$ cat src/core/psp_pkg.sv
package psp_pkg;
   localparam int WORD_W          = 32;
   localparam int NUM_LATCH       = 6;
   localparam int CODE_LSB        = 0;
   localparam int CODE_W          = 3;
   localparam int FRACTION_NUMERATOR_LSB        = 3;
   localparam int INT_LSB         = 15;
   localparam int MOD_LSB         = 3;
   localparam int PHASE_LSB       = 15;
   localparam int PRESC_BIT       = 27;
   localparam int CNT_RESET_BIT   = 3;
   localparam int PWR_DOWN_BIT    = 5;
   localparam int LDF_BIT         = 8;
   localparam int CP_LSB          = 9;
   localparam int DBB_EN_BIT      = 13;
   localparam int RCNT_LSB        = 14;
   localparam int RCNT_W          = 10;
   localparam int HALVE_BIT       = 24;
   localparam int DOUBLE_BIT      = 25;
   localparam int TSEL_LSB        = 26;
   localparam int POWER_LSB       = 3;
   localparam int OUT_EN_BIT      = 5;
   localparam int MUTE_UNTIL_LOCK_BIT_BIT        = 10;
   localparam int DIVSEL_LSB      = 20;
   localparam logic [31:0] WORD_RESET = 32'h0000_0000;
   localparam int LINK_HALF_CYC   = 4;
   // Host register offsets on the AHB-Lite side
   localparam logic [7:0] OFS_TXDATA = 8'h00;
   localparam logic [7:0] OFS_CTRL   = 8'h04;
   localparam logic [7:0] OFS_STATUS = 8'h08;
   localparam logic [7:0] OFS_IRQ    = 8'h0C;
   localparam logic [7:0] OFS_MASK   = 8'h10;
   localparam logic [7:0] OFS_DEVST  = 8'h14;
   typedef enum logic [2:0] {
      TSEL_TRISTATE, TSEL_DVDD, TSEL_DGND, TSEL_RDIV,
      TSEL_NDIV, TSEL_ALOCK, TSEL_DLOCK, TSEL_RSVD
   } psp_tsel_type;
endpackage : psp_pkg

$ cat src/core/psp_link_if.sv
`timescale 1ns/10ps
`default_nettype none
interface psp_link_if;
   logic serial_clk;
   logic serial_data;
   logic latch_strobe;
   logic lock_indicator_pin;
   logic test_select_output;
   modport device (input serial_clk, input serial_data, input latch_strobe,
                   output lock_indicator_pin, output test_select_output);
   modport host   (output serial_clk, output serial_data, output latch_strobe,
                   input lock_indicator_pin, input test_select_output);
endinterface : psp_link_if
`default_nettype wire

$ cat src/core/psp_device.sv
`timescale 1ns/10ps
`default_nettype none
module psp_device (
   input  wire logic       clk_sys,
   input  wire logic       rst,
   psp_link_if.device      link,
   input  wire logic       loop_locked,
   input  wire logic       ref_div_tick,
   input  wire logic       n_div_tick,
   output logic [15:0]     int_value,
   output logic [11:0]     fraction_numerator,
   output logic [11:0]     fraction_modulus,
   output logic [11:0]     phase_value,
   output logic            prescaler_89,
   output logic [9:0]      ref_count,
   output logic            ref_doubler,
   output logic            ref_halve,
   output logic [2:0]      cp_current,
   output logic            integer_mode,
   output logic            power_down,
   output logic            ref_isolate,
   output logic            counter_reset,
   output logic [2:0]      out_divider_sel,
   output logic [1:0]      out_power_level,
   output logic            out_stage_supply_on,
   output logic [11:0]     clock_divider,
   output logic [31:0]     word3_raw,
   output logic [31:0]     word5_raw
);
   import psp_pkg::*;

   logic [2:0]  sclk_sync_reg, sdat_sync_reg, le_sync_reg;
   logic [31:0] shift_reg;
   logic [31:0] word_reg [NUM_LATCH];
   logic [31:0] r1_buf_reg;
   logic [31:0] r2_buf_reg;
   logic [2:0]  div_buf_reg;
   logic        sclk_rise, le_rise;
   logic [2:0]  code;
   logic [1:0]  lock_in_sync_reg, rtick_sync_reg, ntick_sync_reg;

   // Two flops before any logic, third stage for edge finding
   always_ff @(posedge clk_sys or posedge rst) begin
      if (rst) begin
         sclk_sync_reg <= 3'h0;
         sdat_sync_reg <= 3'h0;
         le_sync_reg   <= 3'h0;
      end else begin
         sclk_sync_reg <= {sclk_sync_reg[1:0], link.serial_clk};
         sdat_sync_reg <= {sdat_sync_reg[1:0], link.serial_data};
         le_sync_reg   <= {le_sync_reg[1:0], link.latch_strobe};
      end
   end
   // Lock and divider ticks come from the loop side, not from clk_sys
   always_ff @(posedge clk_sys or posedge rst) begin
      if (rst) begin
         lock_in_sync_reg <= 2'h0;
         rtick_sync_reg   <= 2'h0;
         ntick_sync_reg   <= 2'h0;
      end else begin
         lock_in_sync_reg <= {lock_in_sync_reg[0], loop_locked};
         rtick_sync_reg   <= {rtick_sync_reg[0], ref_div_tick};
         ntick_sync_reg   <= {ntick_sync_reg[0], n_div_tick};
      end
   end
   assign sclk_rise = sclk_sync_reg[1] & ~sclk_sync_reg[2];
   assign le_rise   = le_sync_reg[1] & ~le_sync_reg[2];
   assign code      = shift_reg[CODE_LSB +: CODE_W];

   always_ff @(posedge clk_sys or posedge rst) begin
      if (rst) begin
         shift_reg <= WORD_RESET;
      end else if (sclk_rise) begin
         shift_reg <= {shift_reg[30:0], sdat_sync_reg[1]};
      end
   end

   // Only legal codes land in a latch; six and seven fall through
   always_ff @(posedge clk_sys or posedge rst) begin
      if (rst) begin
         for (int i = 0; i < NUM_LATCH; i++) begin
            word_reg[i] <= WORD_RESET;
         end
      end else if (le_rise && code < 3'(NUM_LATCH)) begin
         word_reg[code] <= shift_reg;
      end
   end

   // Buffered copies move only when latch zero is written
   always_ff @(posedge clk_sys or posedge rst) begin
      if (rst) begin
         r1_buf_reg  <= WORD_RESET;
         r2_buf_reg  <= WORD_RESET;
         div_buf_reg <= 3'h0;
      end else if (le_rise && code == 3'h0) begin
         r1_buf_reg <= word_reg[1];
         r2_buf_reg <= word_reg[2];
         if (word_reg[2][DBB_EN_BIT]) begin
            div_buf_reg <= word_reg[4][DIVSEL_LSB +: 3];
         end
      end
   end

   always_comb begin
      int_value          = word_reg[0][INT_LSB +: 16];
      fraction_numerator = word_reg[0][FRACTION_NUMERATOR_LSB +: 12];
      fraction_modulus   = r1_buf_reg[MOD_LSB +: 12];
      phase_value        = r1_buf_reg[PHASE_LSB +: 12];
      prescaler_89       = word_reg[1][PRESC_BIT];
      ref_count          = r2_buf_reg[RCNT_LSB +: RCNT_W];
      ref_doubler        = r2_buf_reg[DOUBLE_BIT];
      ref_halve          = r2_buf_reg[HALVE_BIT];
      cp_current         = r2_buf_reg[CP_LSB +: 3];
      integer_mode       = word_reg[2][LDF_BIT] && fraction_numerator == 12'h000;
      power_down         = word_reg[2][PWR_DOWN_BIT];
      ref_isolate        = power_down;
      counter_reset      = word_reg[2][CNT_RESET_BIT];
      out_divider_sel    = word_reg[2][DBB_EN_BIT] ? div_buf_reg
                                                   : word_reg[4][DIVSEL_LSB +: 3];
      out_power_level    = word_reg[4][POWER_LSB +: 2];
      out_stage_supply_on = word_reg[4][OUT_EN_BIT] && !power_down &&
                            (!word_reg[4][MUTE_UNTIL_LOCK_BIT_BIT] || lock_in_sync_reg[1]);
      clock_divider      = word_reg[3][14:3];
      word3_raw          = word_reg[3];
      word5_raw          = word_reg[5];
   end

   logic lock_reg, tout_reg;
   always_ff @(posedge clk_sys or posedge rst) begin
      if (rst) begin
         lock_reg <= 1'b0;
         tout_reg <= 1'b0;
      end else begin
         lock_reg <= lock_in_sync_reg[1];
         case (psp_tsel_type'(word_reg[2][TSEL_LSB +: 3]))
            TSEL_DVDD:  tout_reg <= 1'b1;
            TSEL_RDIV:  tout_reg <= rtick_sync_reg[1];
            TSEL_NDIV:  tout_reg <= ntick_sync_reg[1];
            TSEL_ALOCK: tout_reg <= lock_in_sync_reg[1];
            TSEL_DLOCK: tout_reg <= lock_in_sync_reg[1];
            default:    tout_reg <= 1'b0;
         endcase
      end
   end
   assign link.lock_indicator_pin = lock_reg;
   assign link.test_select_output = tout_reg;
endmodule : psp_device
`default_nettype wire

$ cat src/flat_wrapper.sv
// flat-port wrapper written by rule: the top's interface ports become plain ports
module psp_device_flat import psp_pkg::*;
  (clk_sys, rst, loop_locked, ref_div_tick, n_div_tick, int_value, fraction_numerator, fraction_modulus, phase_value, prescaler_89, ref_count, ref_doubler, ref_halve, cp_current, integer_mode, power_down, ref_isolate, counter_reset, out_divider_sel, out_power_level, out_stage_supply_on, clock_divider, word3_raw, word5_raw, link_serial_clk, link_serial_data, link_latch_strobe, link_lock_indicator_pin, link_test_select_output);
  psp_link_if link_i ();
  input  wire logic clk_sys;
  input  wire logic rst;
  input  wire logic loop_locked;
  input  wire logic ref_div_tick;
  input  wire logic n_div_tick;
  output logic [15:0] int_value;
  output logic [11:0] fraction_numerator;
  output logic [11:0] fraction_modulus;
  output logic [11:0] phase_value;
  output logic prescaler_89;
  output logic [9:0] ref_count;
  output logic ref_doubler;
  output logic ref_halve;
  output logic [2:0] cp_current;
  output logic integer_mode;
  output logic power_down;
  output logic ref_isolate;
  output logic counter_reset;
  output logic [2:0] out_divider_sel;
  output logic [1:0] out_power_level;
  output logic out_stage_supply_on;
  output logic [11:0] clock_divider;
  output logic [31:0] word3_raw;
  output logic [31:0] word5_raw;
  input wire logic [$bits(link_i.serial_clk)-1:0] link_serial_clk;
  input wire logic [$bits(link_i.serial_data)-1:0] link_serial_data;
  input wire logic [$bits(link_i.latch_strobe)-1:0] link_latch_strobe;
  output wire logic [$bits(link_i.lock_indicator_pin)-1:0] link_lock_indicator_pin;
  output wire logic [$bits(link_i.test_select_output)-1:0] link_test_select_output;
  assign link_i.serial_clk = link_serial_clk;
  assign link_i.serial_data = link_serial_data;
  assign link_i.latch_strobe = link_latch_strobe;
  assign link_lock_indicator_pin = link_i.lock_indicator_pin;
  assign link_test_select_output = link_i.test_select_output;
  psp_device u_core (.clk_sys(clk_sys), .rst(rst), .link(link_i), .loop_locked(loop_locked), .ref_div_tick(ref_div_tick), .n_div_tick(n_div_tick), .int_value(int_value), .fraction_numerator(fraction_numerator), .fraction_modulus(fraction_modulus), .phase_value(phase_value), .prescaler_89(prescaler_89), .ref_count(ref_count), .ref_doubler(ref_doubler), .ref_halve(ref_halve), .cp_current(cp_current), .integer_mode(integer_mode), .power_down(power_down), .ref_isolate(ref_isolate), .counter_reset(counter_reset), .out_divider_sel(out_divider_sel), .out_power_level(out_power_level), .out_stage_supply_on(out_stage_supply_on), .clock_divider(clock_divider), .word3_raw(word3_raw), .word5_raw(word5_raw));
endmodule
$ cat config.mk
export PLATFORM = sky130hd
export DESIGN_NAME = psp_device_flat
export DESIGN_NICKNAME = d
export VERILOG_FILES = /design/src/core/psp_pkg.sv /design/src/core/psp_link_if.sv /design/src/core/psp_device.sv /design/src/flat_wrapper.sv
export SDC_FILE = /design/constraint.sdc
export NUM_CORES = 1
export LEC_CHECK = 0
export BUFFER_PORTS_ARGS = -buffer_cell sky130_fd_sc_hd__buf_2
export CORE_MARGIN = 2
export CORE_UTILIZATION = 56
export DETAILED_ROUTE_END_ITERATION = 10
export PLACE_DENSITY = 0.81
export SETUP_SLACK_MARGIN = 0.02
export SLEW_MARGIN = 20
export SYNTH_ARGS = -nofsm -noshare
export SYNTH_HDL_FRONTEND = slang
export SYNTH_SLANG_ARGS = --single-unit
$ cat constraint.sdc
create_clock -name clk_sys -period 11.9 [get_ports clk_sys]
set_input_delay 2.975 -clock clk_sys [delete_from_list [all_inputs] [get_ports clk_sys]]
set_output_delay 2.975 -clock clk_sys [all_outputs]
set_load 0.05 [all_outputs]
# [Word level (Yosys, flattened, before mapping)]
# Index checks and enable logic that the tools add are counted.
[op_classes] addsub=0 mul=0 div_mod_pow=0 order_cmp=3 n_eq_ne=5 n_shift=0 mux=5 n_bitwise=5 n_reduce_logical=13
[ops] operator="$bwmux W192" n=1
[ops] operator="$demux W32 S3" n=1
[ops] operator="$mux W32" n=1
[ops] operator="$logic_not A12 Y1" n=1
[ops] operator="$eq A3 B3 Y1 const B" n=3
[ops] operator="$logic_and A1 B1 Y1" n=6
[ops] operator="$ge A4 B4 Y1 const B" n=1
[ops] operator="$lt A4 B1 Y1 const B" n=1
[ops] operator="$not A3 Y4" n=1
[ops] operator="$pmux W1 S4" n=1
[ops] operator="$eq A3 B1 Y1 const B" n=1
[ops] operator="$eq A3 B2 Y1 const B" n=1
[ops] operator="$logic_not A3 Y1" n=1
[ops] operator="$lt A3 B3 Y1 const B" n=1
[ops] operator="$mux W3" n=1
[ops] operator="$and A1 B1 Y1" n=2
[ops] operator="$logic_not A1 Y1" n=2
[ops] operator="$not A1 Y1" n=2
[ops] operator="$reduce_and A2 Y1" n=1
[ops] operator="$reduce_or A2 Y1" n=1
[ops] operator="$logic_or A1 B1 Y1" n=1
[word_totals] register_bits=296 latch_bits=0 ram_bits=0 romBits=0 output_inout_bits=156 wordCells=49 memories=0

# [Longest topological paths before layout]
# Gate-level depths: netlist of run 1.
[logic_depth] depth_word=6 depth_mapped=5

# [Least setup slack after synthesis of run 1]
# Ideal clock, no wire load.
[synth_path] path_kind="register to output" startpoint="register u_core.word_reg (netlist bit u_core.power_down)" endpoint="output port out_stage_supply_on" arrival_ns=1.841 required_time_ns=8.925 path_slack_ns=7.084 stages_incl_launch_ff=2 path_buffers=0 path_cell_list="dfrtp_1 -> a211oi_1"
[synth_between] elab_chain_len=3
[synth_lines] item="start, declared" line_no="psp_device.sv:34" text="logic [31:0] word_reg [NUM_LATCH];"
[synth_lines] item="start signal, assigned by index" line_no="psp_device.sv:85" text="word_reg[code] <= shift_reg;"
[synth_lines] item="$logic_not A1 Y1" line_no="psp_device.sv:121" text="out_stage_supply_on = word_reg[4][OUT_EN_BIT] && !power_down &&"
[synth_lines] item="$logic_and A1 B1 Y1 (2 in series)" line_no="psp_device.sv:121"
[synth_lines] item="end, declared" line_no="flat_wrapper.sv:25" text="output logic out_stage_supply_on;"
# Every way passes these cells.

# [Worst setup path in the final report of run 1]
[layout_path] startpoint="register u_core.word_reg (netlist bit u_core.fraction_numerator[4])" endpoint="output port integer_mode"
[layout_between] elab_chain_len=2
[layout_lines] item="$logic_not A12 Y1" line_no="psp_device.sv:114" text="integer_mode = word_reg[2][LDF_BIT] && fraction_numerator == 12'h000;"
[layout_lines] item="$logic_and A1 B1 Y1" line_no="psp_device.sv:114"
[layout_lines] item="end, declared" line_no="flat_wrapper.sv:19" text="output logic integer_mode;"
# Every way passes these cells.

==> summary by stage, run 1 <==
Run status
The run finished with clean final reports.

Route
The violation count after the first detailed-routing iteration is 166. The number of routed nets with antenna violations is 0. After detailed routing, the average wire length per cell comes to about 19 um. The number of optimization iterations in the first detailed-route pass is 4. The total number of vias is 4816. The total DRC errors in the routed layout is 0.

After detailed routing, the total wire length is 17200 um. Using the TritonRoute via totals, the vias-per-cell ratio works out to between 5 and 6.

Synth
After synthesis, the largest family of logic cells by area is multiplexers. The post-synthesis share of cell area spent on xor and xnor gates is 0%. The async set or reset register ratio after synthesis is 100%. The number of nets in the synthesized netlist is 621. The proportion of synthesized chip area in sequential cells is 62.3%. After technology mapping, the gate count stands at 613. The post-synthesis mux area share is about a quarter. The area fraction in compound gates after synthesis is 0.277%. The number of enable-type register cells in the synthesized netlist is 0. The flip-flop cell with the highest count after synthesis is dfrtp_1. The number of different library cells used by synthesis comes to 26. For this run, the number of Yosys warnings is 0. The arithmetic-cell share of the synthesized area counting full adders, half adders and majority gates is 0%. Each instance of the synthesized netlist takes up on average 15.5 um2. The synthesized flop and latch total is 236. Summing the areas of all and, or, nand and nor instances in the mapped netlist gives under 10% of the synthesized area.

After synthesis the cells add up to 9480 um2.

Setup path
In this run the critical register-to-register path is captured at u_core.word5_raw[5]$_DFFE_PP0P_. Traced cell by cell, the critical path runs through or4_1, nor4_1, and4b_1, buf_2. The beginning of the critical path is u_core.fraction_numerator[4]$_DFFE_PP0P_. The startpoint identified for the worst register-to-register timing path is u_core.le_sync_reg[2]$_DFF_PP0_. The delay contributed by the slowest stage of the critical path is approximately 0.52 ns. The type of origin of the critical path is a flip-flop.

For the worst setup path, the data arrival time is 2.26 ns. The endpoint kind of the worst setup timing path is a primary output. The cell type of the slowest stage on the worst timing path is or4_1. The critical path ends at integer_mode. Along the worst path, the maximum fanout reaches 3. The number of cells on the worst reg-to-reg path is 4. The critical path start-end classification is flip-flop to primary output. The setup slack on the worst flop-to-flop path is roughly 9.5 ns. Counting buffers and inverters, the worst setup path is 4 cells deep. The kind of cell with the highest combined delay along the critical path is simple AND/OR/NAND/NOR gates.

The data required time at the worst endpoint is between 8 and 9 ns. The number of buffers and inverters on the critical path is 1.

Finish
In the layout the commonest cells are 236 x dfrtp_1, 216 x mux2_2, 163 x buf_2, 25 x clkbuf_16, 7 x clkinv_2. The post-layout instance count excluding filler cells is approximately 900. Fill cells in the final layout number between 1000 and 1500. The utilization after layout is a little under two thirds. The fraction of final layout cells with drive strength greater than 1 is 62.3%.

The final net count is 684. The area growth from synthesis to layout is 10.8%. The leading cell type in the layout, fill and taps excluded is dfrtp_1.

The register with the most flip-flops in the layout has 49 of them. The number of antenna cells inserted is 0.

Placement
The number of port buffers is 163. At the end of routability-driven placement, the weighted congestion stood at 0.736. The wire-length estimate of the detail-placed layout is approximately 11000 um. The number of cells after detailed placement is 870.

Power
In this run switching power makes up 34.7% of total power. The internal power component is ~1500 uW. Across the VDD grid, the largest voltage drop is ~0.17 mV. Combinational logic is responsible for 25.0% of the overall power. The leakage power summed over all cells is 0.00576 uW. The design draws about 2300 uW. For this design the total switching power over the nets is just over 800 uW.

Registers are responsible for between 40% and 50% of the overall power. Dividing total power by cell area gives a power density of between 200 and 250 nW/um2. Per report_power, the clock group accounts for 31.3% of the total.

Clock tree
In this run the deepest clock path goes through 3 buffers. The clock transition at the register clock pins on the worst setup and hold paths after CTS is approximately 0.060 ns. Buffers inserted during clock tree synthesis total 24. In this run, post-CTS hold repair placed 0 buffers. The tree built by TritonCTS fans out to 236 sinks. The tree is rooted in a clkbuf_16. The worst-skew pair later-pin latency is approximately 0.50 ns. The clock tree from TritonCTS is built. The number of gates resized after CTS was 0. In this run the number of H-tree levels came out at 1. The number of setup buffers added after CTS is 0.

Global route
The number of global-route vias before repair is 5152. The initial antenna violation count came to 0. The global-route wire length before repair is 27800 um.

Entering global routing, the biggest net connects around 110 pins. The total overflow reported by the global router is 0. The global routing usage summed across all routing layers is 19.4%.

STA
The worst path in the final design needs a cycle of 5.23 ns, including I/O delays and setup. Setup violations remaining at the end of the flow were counted as 0. Across the routed clock network, the largest skew measured is ~0.0072 ns. The max-slew violation count was 0. The worst pin sits at a relative slew slack of 27.1%. After layout, the worst path uses 44.0% of the clock period.

The transition time of the tightest slew-check pin is 1.09 ns. Setup repair after global routing left no endpoint under its margin. The hold violation total from the final report is 0. The timing-limited maximum frequency is 191 MHz. Adding up every negative setup slack in the final design gives 0 ns.

Min path
The worst min-delay path category is flip-flop to flip-flop.

Job
The number of max-cap violations is 0.

Floorplan
The overall die area is 18000 um2. The initialized floorplan defines 47 standard-cell rows. For this design the top-level I/O count stands at 164. After floorplanning, the core was sized to cover 16600 um2.

Measured along the y axis, the die boundary spans 134 um. For this configuration, the core starts out at a cell density of 57.2%. In this run the horizontal extent of the chip is 134 um.
-- cell type report --
type / instances / area (um2) / area share [%]
multi-input cells: 244 / 2670 / 25.4
well taps: 220 / 275 / 2.62
flip-flops and latches: 236 / 5910 / 56.2
repair buffers: 167 / 846 / 8.05
clock buffers: 34 / 719 / 6.85
clock inverters: 9 / 73.8 / 0.703
inverters: 3 / 18.8 / 0.179
-- power by group through the flow --
stage          Clock (uW)  Combinational (uW)  Sequential (uW)
2_1_floorplan           0                 519             1060
3_3_place_gp            0                 582             1030
3_5_place_dp            0                 591             1040
4_1_cts               752                 593             1030
5_1_grt               790                 614             1040
6_report              734                 586             1030
-- synthesized netlist by cell type (all sizes together) (2+ instances only) --
cell    count  share of area, %
nor3b       2              0.33
nor4        2              0.13
mux2      218                26
nand3b      2              0.20
inv         3              0.12
nand3       2              0.11
buf       128               9.6
or2         2              0.13
clkbuf      2             0.079
nand2b      5              0.33
dfrtp     236                62
-- metal layers --
layer	vias up	part of all wire [%]	GRT usage (%)	routed length, um
met1	2536	43	25.8	7430
met4	0	1.3	3.86	217
met3	23	5.8	4.35	993
li1	2130	-	-	-
met2	127	50	33.2	8590
met5	-	0	0	0
-- worst min path at each step --
stage | startpoint | to | slack (ns) | depth (start not counted)
floorplan | u_core.le_sync_reg[0]$_DFF_PP0_ | u_core.le_sync_reg[1]$_DFF_PP0_ | 0.33 | 0
global placement | u_core.le_sync_reg[0]$_DFF_PP0_ | u_core.le_sync_reg[1]$_DFF_PP0_ | 0.33 | 0
detailed placement | u_core.sdat_sync_reg[0]$_DFF_PP0_ | u_core.sdat_sync_reg[1]$_DFF_PP0_ | 0.34 | 0
CTS | u_core.le_sync_reg[0]$_DFF_PP0_ | u_core.le_sync_reg[1]$_DFF_PP0_ | 0.35 | 0
global route | u_core.le_sync_reg[0]$_DFF_PP0_ | u_core.le_sync_reg[1]$_DFF_PP0_ | 0.35 | 0
finish | u_core.le_sync_reg[0]$_DFF_PP0_ | u_core.le_sync_reg[1]$_DFF_PP0_ | 0.35 | 0
-- cells by family (layout without fill, tap and decap cells) --
logic type,count (synthesis),after routing
AOI/OAI and AO/OA,4,4
DFF,236,236
buffers and inverters,133,213
muxes,218,218
and+or+nand+nor,22,22
-- metrics by stage --
step	hold slack, ns	area, um2	setup WS (ns)
after global routing	0.354	10500	6.57
final	0.353	10500	6.67
after floorplan	0.331	9480	2.45
after global placement	0.333	9710	6.73
after detailed placement	0.336	9710	6.59
after CTS	0.346	10500	6.61
No activity file was read; power rests on OpenSTA's default activity.
==> run 2: changes to the inputs <==
--- a/config.mk
+++ b/config.mk
@@ -7,9 +7,9 @@
 export LEC_CHECK = 0
 export BUFFER_PORTS_ARGS = -buffer_cell sky130_fd_sc_hd__buf_2
 export CORE_MARGIN = 2
-export CORE_UTILIZATION = 56
+export CORE_UTILIZATION = 50
 export DETAILED_ROUTE_END_ITERATION = 10
-export PLACE_DENSITY = 0.81
+export PLACE_DENSITY = 0.76
 export SETUP_SLACK_MARGIN = 0.02
 export SLEW_MARGIN = 20
 export SYNTH_ARGS = -nofsm -noshare
==> constraint.sdc (replaced) <==
create_clock -name clk_sys -period 4.21 [get_ports clk_sys]
set_input_delay 1.0525 -clock clk_sys [delete_from_list [all_inputs] [get_ports clk_sys]]
set_output_delay 1.0525 -clock clk_sys [all_outputs]
set_load 0.05 [all_outputs]
==> run 2 against run 1 <==
Against the previous run: critical path depth is the same; global-route usage shrank 1.9 points; clock power grew to 3.1 times the previous value; flip-flop and latch count is the same; via count shrank 0.15%; combinational power grew to 2.8 times the previous value; utilization shrank 6.1 points; critical endpoint unchanged; largest power group unchanged.
==> summary by stage, run 2 (synthesis results as in run 1) <==
STA
The portion of the clock cycle consumed by the worst path in the final layout is 79.4%. The transition time of the tightest slew-check pin is 1.03 ns (-0.0662 ns). The relative slew slack came to 31.5% (+4.4 points).

The post-layout worst setup margin is 0.866 ns (-5.80 ns). For this run, the top clock speed supported by timing is between 200 and 300 MHz. Setup repair after global routing left no endpoint under its margin. The sum of negative setup slack was 0 ns (unchanged). The worst clock skew on the final layout came to 0.00914 ns (+0.00195 ns).

The post-layout minimum cycle time is 3.34 ns. The final number of setup-violating endpoints is 0 (unchanged). The max-slew violation count came to 0 (unchanged). The post-route worst hold slack is 0.346 ns (-0.00710 ns). The hold violation total from the final report is 0 (unchanged).

Route
The total number of vias was 4809 (-0.15%). The total DRC errors in the routed layout is 0 (unchanged). The number of routed nets with antenna violations is 0 (unchanged). The top layer used by detailed routing is met4. The met3 wire length is 965 um (-2.8%). The detailed-route vias per instance is 5.15 (-2.4%). The number of optimization iterations in the first detailed-route pass was 4 (unchanged). The wire length after detailed routing came to 17300 um (+0.21%). The routed wirelength normalized by instance count is 18.5 um (-2.0%). The routed length on met2 came to 8500 um (-1.1%).

The violation count after the first detailed-routing iteration is 112 (-33%). The met1 routed wirelength after detailed routing is 7500 um (+0.96%).

Global route
The global routing usage summed across all routing layers is 17.5% (-1.9 points). The initial antenna violation count is 0 (unchanged). The maximum number of pins on one net before global-route repair is 68 (-39%). The total overflow reported by the global router was 0 (unchanged).

The number of global-route vias before repair came to 5208 (+1.1%). The global-route wire length before repair is 28100 um (+1.1%).

Setup path
The worst setup path is captured at a primary output. The most critical setup path has its startpoint at u_core.fraction_numerator[4]$_DFFE_PP0P_. The maximum net fanout on the critical path is 3 (unchanged). The data required time at the worst endpoint is 3.16 ns (-5.77 ns).

The delay contributed by the slowest stage of the critical path is 0.53 ns (about the same). STA classifies the critical path startpoint as a flip-flop. The signal on the critical path passes through or4_1, nor4_1, and4b_1, buf_2.

The worst register-to-register path begins at u_core.shift_reg[2]$_DFFE_PP0P_. The endpoint arrival time on the critical path is 2.29 ns (+0.03 ns). The cell type of the slowest stage on the worst timing path is or4_1.

The critical path start-end classification is flip-flop to primary output.

Floorplan
The area of the core was 18600 um2 (+12%). The overall die area is 20100 um2 (+12%). The die outline width came to 142 um (+5.7%). The boundary pin count is 164 (unchanged). The die extent in y came to 142 um (+5.7%). The number of cell rows was 50 (+6.4%).

The initial cell density of the core is 50.9% (-6.3 points).

Power
The power density over the cells is 638 nW/um2 (+190%). The power consumption is 6800 uW (+190%). The switching fraction of total power came to 34.0% (-0.68 points). The reported net switching power came to 2310 uW (+180%). The leakage power summed over all cells is 0.00583 uW (+1.1%). The logic gate share of total power is 24.6% (-0.4 points). The internal power component was 4490 uW (+190%).

The share of power burned in the clock network is 32.9% (+1.6 points). The maximum VDD drop was 0.332 mV (+91%). The proportion of power drawn by flip-flops and latches is 42.6% (-1.1 points).

Placement
The number of port buffers is 163 (unchanged). The HPWL after detailed placement came to 11100 um (+1.6%). The worst setup slack after placement is 1.32 ns (-5.27 ns). The routability congestion estimate from global placement was 0.718 (-2.4%).

Finish
The utilization after layout is 57.2% (-6.1 points). The total of fill cells in the finished design is 1459 (+18%). The number of antenna cells inserted is 0 (unchanged). Leaving out fill and tap cells, the most frequent cells in the layout are 236 x dfrtp_1, 216 x mux2_2, 163 x buf_2, 25 x clkbuf_16. The fraction of final layout cells with drive strength greater than 1 is 62.4% (+0.091 points). The library cell used most frequently in the layout, excluding fill and tap cells, is dfrtp_1.

The final net count is 690 (+0.88%). The number of flip-flops in the largest register is 49 (unchanged). The post-synthesis to final-layout area growth is 12.5%.

Clock tree
The hold buffer count at cts is 0 (unchanged). The clock tree from TritonCTS is built. The sink count of the clock tree is 236 (unchanged). The clock transition at the register clock pins on the worst setup and hold paths after CTS is 0.06 ns (about the same). The post-CTS resize count is 0 (unchanged). The number of setup buffers added after CTS was 0 (unchanged). The worst-skew pair later-pin latency is 0.50 ns (about the same). The number of buffers added by the clock tree synthesis step is 24 (unchanged). The maximum level of the CTS H-tree is 1 (unchanged). The master cell of the clock root buffer is clkbuf_16. The number of buffers on the longest clock path is 3 (unchanged).

Min path
The worst min-delay path category is flip-flop to flip-flop. The launch point of the worst hold path is u_core.sclk_sync_reg[0]$_DFF_PP0_.

Run status
The run finished with clean final reports.

Job
The number of max-cap violations was 0 (unchanged).
## run 2: cell count changes in the layout (fill, tap and decap cells not counted), sizes merged
cell	delta
inv	-2
bufinv	+3
buf	+6
clkinv	-1
clkinvlp	+1
## run 2: per-layer routing
metal / vias to the layer above / GRT usage, %
li1: 2145 / -
met5: - / 0
met1: 2496 / 23.0
met3: 29 / 3.88
met2: 139 / 29.9
met4: 0 / 4.05
## run 2: per-stage QoR
stage	cell area [um2]	instances
4_1_cts	10600	933
3_3_place_gp	9800	889
2_1_floorplan	9490	613
6_report	10700	934
3_5_place_dp	9800	889
5_1_grt	10700	934
## run 2: final timing paths
kind / slack, ns / cells past startpoint / to
hold / removal: 0.35 / 0 / u_core.sclk_sync_reg[1]$_DFF_PP0_
setup reg to reg: 1.85 / 3 / u_core.word3_raw[15]$_DFFE_PP0P_
hold reg to reg: 0.35 / 0 / u_core.sclk_sync_reg[1]$_DFF_PP0_
setup / recovery: 0.87 / 4 / integer_mode
max in group asynchronous: 2.85 / 4 / u_core.word_reg[131]$_DFFE_PP0P_
min in group asynchronous: 0.51 / 2 / u_core.r1_buf_reg[22]$_DFFE_PP0P_
## run 2: worst max-delay path, delay by kind of cell (launching register included)
| kind | cells | cell delay [ns] |
|---|---|---|
| flip-flops | 1 | 0.39 |
| AND/OR/NAND/NOR | 3 | 1.14 |
| buffers and inverters | 1 | 0.26 |
## run 2: power by group through the flow
stage | clock (uW) | sequential [uW] | combinational (uW)
after floorplan | 0 | 2990 | 1470
after global placement | 0 | 2910 | 1660
after detailed placement | 0 | 2940 | 1690
after CTS | 2290 | 2900 | 1690
after global routing | 2390 | 2950 | 1750
final | 2240 | 2900 | 1670
## run 2: layout make-up
class                   instances  area (um2)  area share [%]
flip-flops and latches        236        5910            55.4
multi-input cells             244        2670            25.0
repair buffers                173         941            8.82
clock buffers                  34         699            6.56
well taps                     234         293            2.74
clock inverters                10         150            1.41
inverters                       3        15.0           0.141
==> run 3: changes to the inputs <==
--- a/config.mk
+++ b/config.mk
@@ -7,9 +7,9 @@
 export LEC_CHECK = 0
 export BUFFER_PORTS_ARGS = -buffer_cell sky130_fd_sc_hd__buf_2
 export CORE_MARGIN = 2
-export CORE_UTILIZATION = 50
+export CORE_UTILIZATION = 56
 export DETAILED_ROUTE_END_ITERATION = 10
-export PLACE_DENSITY = 0.76
+export PLACE_DENSITY = 0.81
 export SETUP_SLACK_MARGIN = 0.02
 export SLEW_MARGIN = 20
 export SYNTH_ARGS = -nofsm -noshare
==> constraint.sdc (replaced) <==
create_clock -name clk_sys -period 3.2 [get_ports clk_sys]
set_input_delay 0.8 -clock clk_sys [delete_from_list [all_inputs] [get_ports clk_sys]]
set_output_delay 0.8 -clock clk_sys [all_outputs]
set_load 0.05 [all_outputs]
==> run 3 against run 2 <==
Against the previous run: global-route usage is 2.6 points higher; largest power group unchanged; register-to-register slack worse by 0.78 ns; critical path depth stayed put; via count is 2.1% higher; critical endpoint unchanged; final cell count is 1.1% lower; die area is 10% lower; combinational power is 32% higher; clock skew hardly changed; first-iteration DRC count is 56% higher.
==> summary by stage, run 3 (synthesis results as in run 1) <==
Setup path
The data required time at the worst endpoint was 2.40 ns (-0.76 ns). The critical path start-end classification is flip-flop to primary output. The endpoint arrival time on the critical path was 2.19 ns (-0.10 ns).

Walking the worst path, the cells encountered are or4_1, nor4_1, and4b_1, buf_2. The endpoint kind of the worst setup timing path is a primary output. The maximum net fanout on the critical path is 3 (unchanged).

For this design, the slowest cell found on the critical path is or4_1. The type of origin of the critical path is a flip-flop. The delay contributed by the slowest stage of the critical path is 0.53 ns (about the same).

STA
Subtracting the final worst setup slack from the clock period gives 2.99 ns. The portion of the clock cycle consumed by the worst path in the final layout is between 90% and 100%. The relative slew slack came to 35.8% (+4.3 points). The timing-limited maximum frequency is approximately 330 MHz. The post-layout worst setup margin is 0.207 ns (-0.659 ns).

The hold violation total from the final report came to 0 (unchanged). The final number of setup-violating endpoints was 0 (unchanged). The post-route worst hold slack came to 0.347 ns (+0.000859 ns). The worst clock skew on the final layout is 0.00919 ns (+0.0000426 ns). Setup repair after global routing left no endpoint under its margin. The max-slew violation count is 0 (unchanged). The transition time of the tightest slew-check pin is 0.962 ns (-0.0645 ns).

Clock tree
The hold buffer count at cts is 0 (unchanged). The sink count of the clock tree came to 236 (unchanged). The master cell of the clock root buffer is clkbuf_16. The post-CTS resize count is 0 (unchanged). The clock transition at the register clock pins on the worst setup and hold paths after CTS is 0.06 ns (about the same). The worst-skew pair later-pin latency was 0.50 ns (about the same). The number of buffers added by the clock tree synthesis step is 24 (unchanged). The number of setup buffers added after CTS was 0 (unchanged). The number of buffers on the longest clock path came to 3 (unchanged).

TritonCTS built the clock tree. The maximum level of the CTS H-tree is 1 (unchanged).

Route
The number of optimization iterations in the first detailed-route pass is 4 (unchanged). The total DRC errors in the routed layout is 0 (unchanged). The total number of vias came to 4912 (+2.1%). The routed wirelength normalized by instance count is 19.1 um (+3.4%). The violation count after the first detailed-routing iteration was 175 (+56%). The detailed-route vias per instance is 5.32 (+3.2%). The wire length after detailed routing is 17700 um (+2.3%).

The number of routed nets with antenna violations is 0 (unchanged).

Placement
The cell area after placement was 9850 um2 (+0.51%). The HPWL after detailed placement came to 11400 um (+2.2%). The worst setup slack after placement is 0.619 ns (-0.700 ns). The number of port buffers is 163 (unchanged).

The routability congestion estimate from global placement was 0.730 (+1.6%). The number of cells after detailed placement is 884 (-0.56%).

Power
The internal power component is 5720 uW (+27%). The reported net switching power was 3040 uW (+31%). The maximum VDD drop is 0.579 mV (+74%). The leakage power summed over all cells is 0.00581 uW (-0.21%). The proportion of power drawn by flip-flops and latches is 43.7% (+1.1 points). The share of power burned in the clock network was 31.2% (-1.7 points).

The power density over the cells is 824 nW/um2 (+29%). The logic gate share of total power came to 25.2% (+0.6 points). The switching fraction of total power is 34.7% (+0.69 points).

Finish
The leading cell type in the layout, fill and taps excluded is dfrtp_1. The total of fill cells in the finished design is 1240 (-15%). The total non-filler cell area in the finished layout is 10600 um2 (-0.41%). The number of flip-flops in the largest register came to 49 (unchanged). The post-layout instance count excluding filler cells is 924 (-1.1%). The number of antenna cells inserted is 0 (unchanged).

The top cell types in the final layout, fill and taps aside, are 236 x dfrtp_1, 216 x mux2_2, 163 x buf_2, 25 x clkbuf_16, 15 x buf_4. The final net count is 698 (+1.2%). The area growth from synthesis to layout is 12.0%. The fraction of final layout cells with drive strength greater than 1 is 62.6% (+0.21 points).

Floorplan
The overall die area was 18000 um2 (-10%). The die outline width is 134 um (-5.4%). The boundary pin count is 164 (unchanged).

The number of cell rows came to 47 (-6.0%). The area of the core is 16600 um2 (-11%). The die extent in y is 134 um (-5.4%). The initial cell density of the core is 57.2% (+6.3 points).

Global route
The global-route wire length before repair is 28600 um (+2.0%). The maximum number of pins on one net before global-route repair was 68 (unchanged). The global routing usage summed across all routing layers is 20.0% (+2.6 points). The initial antenna violation count is 0 (unchanged). The number of global-route vias before repair is 5297 (+1.7%). The total overflow reported by the global router is 0 (unchanged).

Job
The number of max-cap violations was 0 (unchanged).

Run status
The run finished with clean final reports.

Min path
The worst min-delay path category is flip-flop to flip-flop.
## run 3: changes by cell type in the layout (fill, tap and decap cells not counted)
cell,change
buf_12,-1
buf_4,+9
bufinv_16,-2
clkbuf_8,-1
clkinv_2,-3
clkinvlp_4,+2
## run 3: path summary, 6_finish.rpt
path | from | to | slack (ns) | cells after the start
max | u_core.fraction_numerator[4]$_DFFE_PP0P_ | integer_mode | 0.21 | 4
min | u_core.sdat_sync_reg[0]$_DFF_PP0_ | u_core.sdat_sync_reg[1]$_DFF_PP0_ | 0.35 | 0
max reg2reg | u_core.shift_reg[2]$_DFFE_PP0P_ | u_core.word_reg[140]$_DFFE_PP0P_ | 1.07 | 3
min reg2reg | u_core.sdat_sync_reg[0]$_DFF_PP0_ | u_core.sdat_sync_reg[1]$_DFF_PP0_ | 0.35 | 0
max in group asynchronous | rst | u_core.r1_buf_reg[24]$_DFFE_PP0P_ | 1.99 | 3
min in group asynchronous | rst | u_core.r2_buf_reg[24]$_DFFE_PP0P_ | 0.49 | 2
## run 3: per-stage QoR
stage / utilization (%) / TNS, ns / total power, uW
after floorplan: - / -163.28 / 5860
after global placement: 59.4 / 0 / 6000
after detailed placement: 59.4 / 0 / 6090
after CTS: 64.1 / 0 / 8860
after global routing: 64.1 / 0 / 9130
final: 64.1 / 0 / 8760
## run 3: area by class of cell
class | instances | area [um2] | share of cell area (%)
flip-flops and latches | 236 | 5910 | 55.6
inverters | 3 | 15.0 | 0.141
clock inverters | 7 | 90.1 | 0.848
well taps | 220 | 275 | 2.59
clock buffers | 33 | 686 | 6.45
repair buffers | 181 | 988 | 9.30
multi-input cells | 244 | 2670 | 25.1
## run 3: power by group through the flow
stage	clock network (uW)	registers, uW	logic (uW)
2_1_floorplan	0	3930	1930
3_3_place_gp	0	3820	2180
5_1_grt	2930	3890	2310
4_1_cts	2800	3830	2230
6_report	2730	3830	2200
3_5_place_dp	0	3870	2220
## run 3: critical path, delay by kind of cell (launching register included)
kind | cells | cell delay [ns]
and+or+nand+nor | 3 | 1.03
DFF | 1 | 0.41
buffers and inverters | 1 | 0.26
## run 3: metal layers
layer | vias up | global-route usage [%] | share of wire, %
li1 | 2159 | - | -
met4 | 0 | 4.80 | 1.6
met2 | 132 | 33.8 | 49
met1 | 2594 | 27.1 | 44
met3 | 27 | 4.16 | 5.3
met5 | - | 0 | 0
